File: src/core/diag_pkg.sv
// Offsets, field layouts and reset values of the diagnostic register bank
package diag_pkg;
  localparam logic [7:0] OFS_STATE = 8'h14;
  localparam logic [7:0] OFS_IN_DUTY = 8'h16;
  localparam logic [7:0] OFS_OUT_DUTY = 8'h18;
  localparam logic [7:0] OFS_SINK = 8'h1A;
  localparam logic [7:0] OFS_BOOST = 8'h1C;
  localparam logic [7:0] OFS_DETECT = 8'h1E;
  localparam int NUM_REGS = 6;
  localparam logic [15:0] RST_VIEW = 16'h0000;
  localparam logic [15:0] RST_DETECT = 16'h0800;
  localparam int STATE_W = 5;
  localparam int SINK_W = 12;
  localparam int BOOST_W = 11;
  localparam int DET_RATE_LSB = 12;
  localparam int DET_LAYOUT_LSB = 8;
  localparam int DET_SWITCH_LSB = 3;
  localparam int DET_METHOD_LSB = 0;
  localparam int DET_FIXED_ONE_BIT = 11;

  typedef enum logic [4:0] {
    ST_DISABLED = 5'h00,
    ST_REGULATOR_STARTUP = 5'h01,
    ST_FUSE_READ = 5'h02,
    ST_STANDBY = 5'h03,
    ST_CONVERTER_RAMP_FIRST = 5'h04,
    ST_CONVERTER_RAMP_LAST = 5'h0F,
    ST_NORMAL = 5'h10,
    ST_SHUTDOWN = 5'h11,
    ST_ERROR_RETRY = 5'h12,
    ST_EVERY_STRING_FAILED = 5'h13
  } controller_state_code_t;

  typedef enum logic [2:0] {
    LAYOUT_FOUR = 3'h0,
    LAYOUT_THREE = 3'h1,
    LAYOUT_TWO = 3'h2,
    LAYOUT_PAIRED = 3'h3,
    LAYOUT_SINGLE = 3'h4
  } detected_string_layout_t;

  typedef enum logic [1:0] {
    DIM_PWM = 2'h0,
    DIM_HYBRID = 2'h1,
    DIM_CONST_CURRENT = 2'h2,
    DIM_DIRECT_PWM = 2'h3
  } dim_method_t;

  // Live internal values
  typedef struct packed {
    logic [4:0] controllerStateCode;
    logic [15:0] inputDuty;
    logic [15:0] outputDuty;
    logic [11:0] sinkCurrentCode;
    logic [10:0] boostVoltageCode;
    logic [2:0] detectedDimRate;
    logic [2:0] detectedStringLayout;
    logic [2:0] detectedSwitchRate;
    logic [2:0] detectedDimMethod;
  } live_values_t;

  // Register access request
  typedef struct packed {
    logic rd;
    logic wr;
    logic [7:0] addr;
  } reg_req_t;
endpackage

File: src/core/led_driver_diag_regs.sv
// Read-only diagnostic register bank of the LED driver
// How it works
// - Controller state code sits in bits 4-0 with the listed state encodings.
// - Controller state view at offset 14h, resets zero, bits 15-5 zero.
// - Offset 16h shows measured input PWM duty over 16 bits, zero after reset.
// - Offset 18h shows applied output PWM duty over 16 bits, zero after reset.
// - Offset 1Ah shows 12-bit sink current code, bits 15-12 zero.
// - Offset 1Ch shows 11-bit boost voltage code, bits 15-11 zero.
// - Offset 1Eh shows detected setup fields; bit 11 reads one.
// - Dim rate codes 0-7 mean 152 to 19531 Hz.
// - String layout codes 0-4 mean four, three, two, paired, single string.
// - Switch rate codes 0-7 mean 100 to 2222 kHz.
// - Dim method codes 0-3 with one address, 4-7 same methods other address.
`timescale 1ns/1ps
module led_driver_diag_regs
  import diag_pkg::*;
#(
  parameter int DATA_W = 16
) (
  // Clock and reset
  input wire logic clock,
  input wire logic sys_rst,
  // Live values from the controller
  input wire live_values_t liveValues,
  // Register access from the serial slave
  input wire reg_req_t regReq,
  output logic [DATA_W-1:0] regRdata,
  output logic regRvalid,
  output logic regHit,
  // Decoded state and detection summaries
  output logic addressAlternate,
  output logic [1:0] dimMethod,
  output logic stateIsRamp,
  output logic layoutValid
);
  typedef struct packed {
    logic rvalid;
    logic hit;
    logic [1:0] method;
    logic alt;
    logic ramp;
    logic layoutOk;
  } top_state_t;

  top_state_t s_q;
  top_state_t s_d;
  logic [NUM_REGS*DATA_W-1:0] words;
  logic [2:0] index;
  logic hitNow;

  function automatic logic [2:0] decode_index(input logic [7:0] a);
    logic [2:0] r;
    r = 3'h7;
    unique case (a)
      OFS_STATE: r = 3'h0;
      OFS_IN_DUTY: r = 3'h1;
      OFS_OUT_DUTY: r = 3'h2;
      OFS_SINK: r = 3'h3;
      OFS_BOOST: r = 3'h4;
      OFS_DETECT: r = 3'h5;
      default: r = 3'h7;
    endcase
    return r;
  endfunction

  function automatic logic is_ramp(input logic [4:0] c);
    return (c >= ST_CONVERTER_RAMP_FIRST) && (c <= ST_CONVERTER_RAMP_LAST);
  endfunction

  // View words, index 0 at lowest bits
  always_comb begin
    words = '0;
    words[0*DATA_W +: STATE_W] = liveValues.controllerStateCode;
    words[1*DATA_W +: DATA_W] = liveValues.inputDuty;
    words[2*DATA_W +: DATA_W] = liveValues.outputDuty;
    words[3*DATA_W +: SINK_W] = liveValues.sinkCurrentCode;
    words[4*DATA_W +: BOOST_W] = liveValues.boostVoltageCode;
    words[5*DATA_W + DET_RATE_LSB +: 3] = liveValues.detectedDimRate;
    words[5*DATA_W + DET_FIXED_ONE_BIT] = 1'b1;
    words[5*DATA_W + DET_LAYOUT_LSB +: 3] = liveValues.detectedStringLayout;
    words[5*DATA_W + DET_SWITCH_LSB +: 3] = liveValues.detectedSwitchRate;
    words[5*DATA_W + DET_METHOD_LSB +: 3] = liveValues.detectedDimMethod;
  end

  assign index = decode_index(regReq.addr);
  assign hitNow = regReq.rd && (index != 3'h7);

  always_comb begin
    s_d = s_q;
    s_d.rvalid = regReq.rd;
    s_d.hit = hitNow;
    // Writes fall through with no effect
    s_d.method = liveValues.detectedDimMethod[1:0];
    s_d.alt = liveValues.detectedDimMethod[2];
    s_d.ramp = is_ramp(liveValues.controllerStateCode);
    s_d.layoutOk = liveValues.detectedStringLayout <= LAYOUT_SINGLE;
  end

  always_ff @(posedge clock) begin
    if (sys_rst) begin
      s_q <= '0;
    end else begin
      s_q <= s_d;
    end
  end

  view_store #(
    .WIDTH(DATA_W),
    .DEPTH(NUM_REGS)
  ) u_store (
    .clock(clock),
    .sysRst(sys_rst),
    .loadWords(words),
    .readIndex(index),
    .readHit(hitNow),
    .readData(regRdata)
  );

  assign regRvalid = s_q.rvalid;
  assign regHit = s_q.hit;
  assign dimMethod = s_q.method;
  assign addressAlternate = s_q.alt;
  assign stateIsRamp = s_q.ramp;
  assign layoutValid = s_q.layoutOk;
endmodule

File: src/core/view_store.sv
// Register array of the six views with registered read port
`timescale 1ns/1ps
module view_store
  import diag_pkg::*;
#(
  parameter int WIDTH = 16,
  parameter int DEPTH = NUM_REGS
) (
  // Clock and reset
  input wire logic clock,
  input wire logic sysRst,
  // Snapshot load
  input wire logic [DEPTH*WIDTH-1:0] loadWords,
  // Read port
  input wire logic [$clog2(DEPTH)-1:0] readIndex,
  input wire logic readHit,
  output logic [WIDTH-1:0] readData
);
  typedef struct packed {
    logic [DEPTH*WIDTH-1:0] words;
    logic [WIDTH-1:0] data;
  } store_state_t;

  store_state_t s_q;
  store_state_t s_d;

  always_comb begin
    s_d = s_q;
    s_d.words = loadWords;
    s_d.data = readHit ? s_q.words[readIndex*WIDTH +: WIDTH] : '0;
  end

  always_ff @(posedge clock) begin
    if (sysRst) begin
      s_q.words <= {RST_DETECT, {(DEPTH-1){RST_VIEW}}};
      s_q.data <= '0;
    end else begin
      s_q <= s_d;
    end
  end

  assign readData = s_q.data;
endmodule

File: config.mk
export PLATFORM = sky130hd
export DESIGN_NAME = led_driver_diag_regs
export DESIGN_NICKNAME = d
export VERILOG_FILES = /design/src/core/diag_pkg.sv /design/src/core/led_driver_diag_regs.sv /design/src/core/view_store.sv
export SDC_FILE = /design/constraint.sdc
export NUM_CORES = 1
export LEC_CHECK = 0
export ABC_AREA = 1
export BUFFER_PORTS_ARGS = -buffer_cell sky130_fd_sc_hd__buf_2
export CORE_MARGIN = 4
export CORE_UTILIZATION = 51
export CTS_CLUSTER_SIZE = 30
export DETAILED_ROUTE_END_ITERATION = 6
export PLACE_DENSITY = 0.83
export SLEW_MARGIN = 20
export SYNTH_ARGS = -nofsm -noshare
export SYNTH_HDL_FRONTEND = slang
export SYNTH_SLANG_ARGS = --single-unit
File: constraint.sdc
create_clock -name clock -period 1.55 [get_ports clock]
set_input_delay 0.31 -clock clock [delete_from_list [all_inputs] [get_ports clock]]
set_output_delay 0.31 -clock clock [all_outputs]
set_load 0.01 [all_outputs]
==> impl_metrics.yaml <==
status:
  status: "completed"
layout:
  diodes: 0
  multi_input_area_um2: 1120
  fill_cells: 608
  area_growth_pct: 20.5
  drive_gt1_share_pct: 26.2
  final_core_util_pct: 63.7
  regArea_um2: 1840
  nets: 662
  final_common_cell: "inv_1"
  final_cell_mix: "inv_1 (106), buf_2 (105), nand2_1 (94)"
cts:
  htreeDepth: 3
  clock_latency_ns: 0.36
  cts_buffer_depth: 2
  hold_buffers: 0
  post_cts_resized: 0
  post_cts_buffers: 0
  root_buffer: "clkbuf_8"
  cts_tree: "built"
  cts.sinks: 92
  cts.clk_slew.worst_paths_ns: 0.09
  cts_made_buffers: 9
global_route:
  grt_pass1_vias: 3029
  grt_pass1_wl_um: 12800
  overflow: 0
  grt_max_degree: 53
  grt_antenna_before_repair: 0
  grt_use_total_pct: 19.1
pwr:
  p_leak_nw: 2.50
  ir_drop_mv: 0.518
  pwr_density_cell_nw_per_um2: 1050
  finalPower_w: 0.00458
worst_setup_path:
  startpoint_type: "input port"
  cp_top_family: "simple AND/OR/NAND/NOR gates"
  crit_required_ns: 1.85
  slowest_delay_ns: 0.24
  critical_path.max_fanout: 11
  path_cells: "buf_2 -> inv_1 -> nand2_1 -> nor2_2 -> nand3_4 -> buf_4 -> nor2_1 -> nand2_1 -> nand2_1 -> nand2_1 -> nand2_1"
  reg2reg_depth: 6
  path_class: "input port to flop"
  crit_cells: 11
  worstSetupEndpointType: "flop"
  worst_path_most_repeated_cell: "nand2_1"
  crit_slowest_cell: "nor2_1"
  worstPathArrival_ns: 1.60
  crit_buf_inv: 3
detailed_routing:
  dr.first_iter.drc_count: 154
  drt-wirelength-per-cell_um: 11.3
  viasPerCell: 4.49
  dr.pass1.iters: 4
  vias: 3047
  ant_nets: 0
  drc: 0
  drt-total-wl_um: 7700
timing:
  hold_slack_ns: 0.113
  worst_slack_ns: 0.255
  period_needed_ns: 1.30
  skew_ns: 0.0122
  rsz0062_at_grt: "false"
  tns_ns: 0
  worst_pin_slew_ns: 0.498
  max_freq_mhz: 772
  setup_viol: 0
  maxSlewViolCount: 0
  timing.final.crit_share_pct: 83.6
  hold_viol_final: 0
  maxSlewHeadroom_pct: 66.8
synthesis:
  synth_area_leaders: "dfxtp_1 (51%), inv_1 (11%), nand2_1 (9.8%)"
  synth_top_area_share_pct: 51.0
  synthesis.nets: 568
  synthCells: 484
  synth_seq_cells: 92
  ys_seq_area_share_pct: 51.0
  syn_avg_cell_area_um2: 7.46
  ys_types: 24
  syn_area_um2: 3610
  synth_top_area_cell: "dfxtp_1"
  yosysWarnings: 0
hold_path:
  min_path_cells: 2
  holdCritPathClass: "input port to flop"
place:
  dp_hpwl_um: 5810
  portBuffers: 105
  globalplace.congestion: 0.819
  place_ws_ns: -0.0474
floorplan:
  core_area_um2: 6830
  rows: 30
  initial_core_util_pct: 52.9
  fp.dieArea_um2: 8490
  pin_count: 107
  die_y_um: 92.1
  die_x_um: 92.1
flow_run:
  maxCapViolations: 0
[path summary, 6_finish.rpt]
kind / start / slack (ns) / end
worst max-delay path: regReq[5] / 0.25 / u_store.readData[14]$_SDFF_PP0_
worst min-delay path: liveValues[71] / 0.11 / stateIsRamp$_SDFF_PP0_
worst max register to register: u_store.s_q[51]$_SDFF_PP0_ / 0.66 / u_store.readData[3]$_SDFF_PP0_
worst min register to register: u_store.s_q[108]$_SDFF_PP0_ / 0.46 / u_store.readData[12]$_SDFF_PP0_
[worst register-to-register path, cell delays in order (launching register included)]
cell and delay, ns:
dfxtp_1 0.31, inv_1 0.05, nand4_1 0.09, nand3_1 0.12, nand2_1 0.09, nand2_1 0.08
nand2_1 0.05
[power by group]
| group | leakage, nW | total [W] | internal (W) | switching (W) |
|---|---|---|---|---|
| Sequential | 0.762 | 0.00250 | 0.00247 | 0.0000288 |
| Combinational | 1.63 | 0.000356 | 0.000157 | 0.000199 |
| Clock | 0.111 | 0.00173 | 0.000912 | 0.000816 |
[layer usage]
metal  vias up  track usage, %  part of all wire, %
met5         -               0                    0
met4         0            8.54                  2.2
met3        15            4.02                  5.2
met2        92            36.1                   53
met1      1368            20.0                   39
li1       1572               -                    -
[cells by family after synthesis]
family / after synthesis / synth area share (%)
buffers and inverters: 145 / 18.1
DFF: 92 / 51.0
and+or+nand+nor: 236 / 28.7
AOI/OAI and AO/OA: 11 / 2.22
[state kept, by name, summed over array words and instances (netlist names)]
register	count
layoutValid	1
regHit	1
u_store.s_q	71
u_store.readData	16
dimMethod	1
stateIsRamp	1
regRvalid	1
[synthesized netlist by cell type]
cell      count
inv_1       106
nand2_1      94
dfxtp_1      92
nor2_1       92
buf_4        20
nand3_1      20
nand4_1      12
o211ai_1      9
clkbuf_1      8
buf_2         6
or2_2         6
nor2_4        4
buf_6         3
nor2_2        2
a21boi_1      1
a21oi_1       1
inv_2         1
inv_4         1
nand2_2       1
nand2_4       1
nand3_4       1
nand3b_1      1
nor2_8        1
or2_0         1
[per-stage QoR]
step                cells  instance area (um^2)
floorplan             484                  3610
global placement      663                  4140
detailed placement    663                  4140
CTS                   679                  4350
global route          679                  4350
finish                679                  4350
[area by class of cell]
cell class,count,share of cell area (%)
Clock inverter,6,2.01
Sequential cell,92,42.3
Inverter,108,9.37
Tap cell,96,2.76
Multi-Input combinational cell,247,25.7
Clock buffer,10,2.93
Timing Repair Buffer,120,14.9
(Power assumes the default switching activity.)
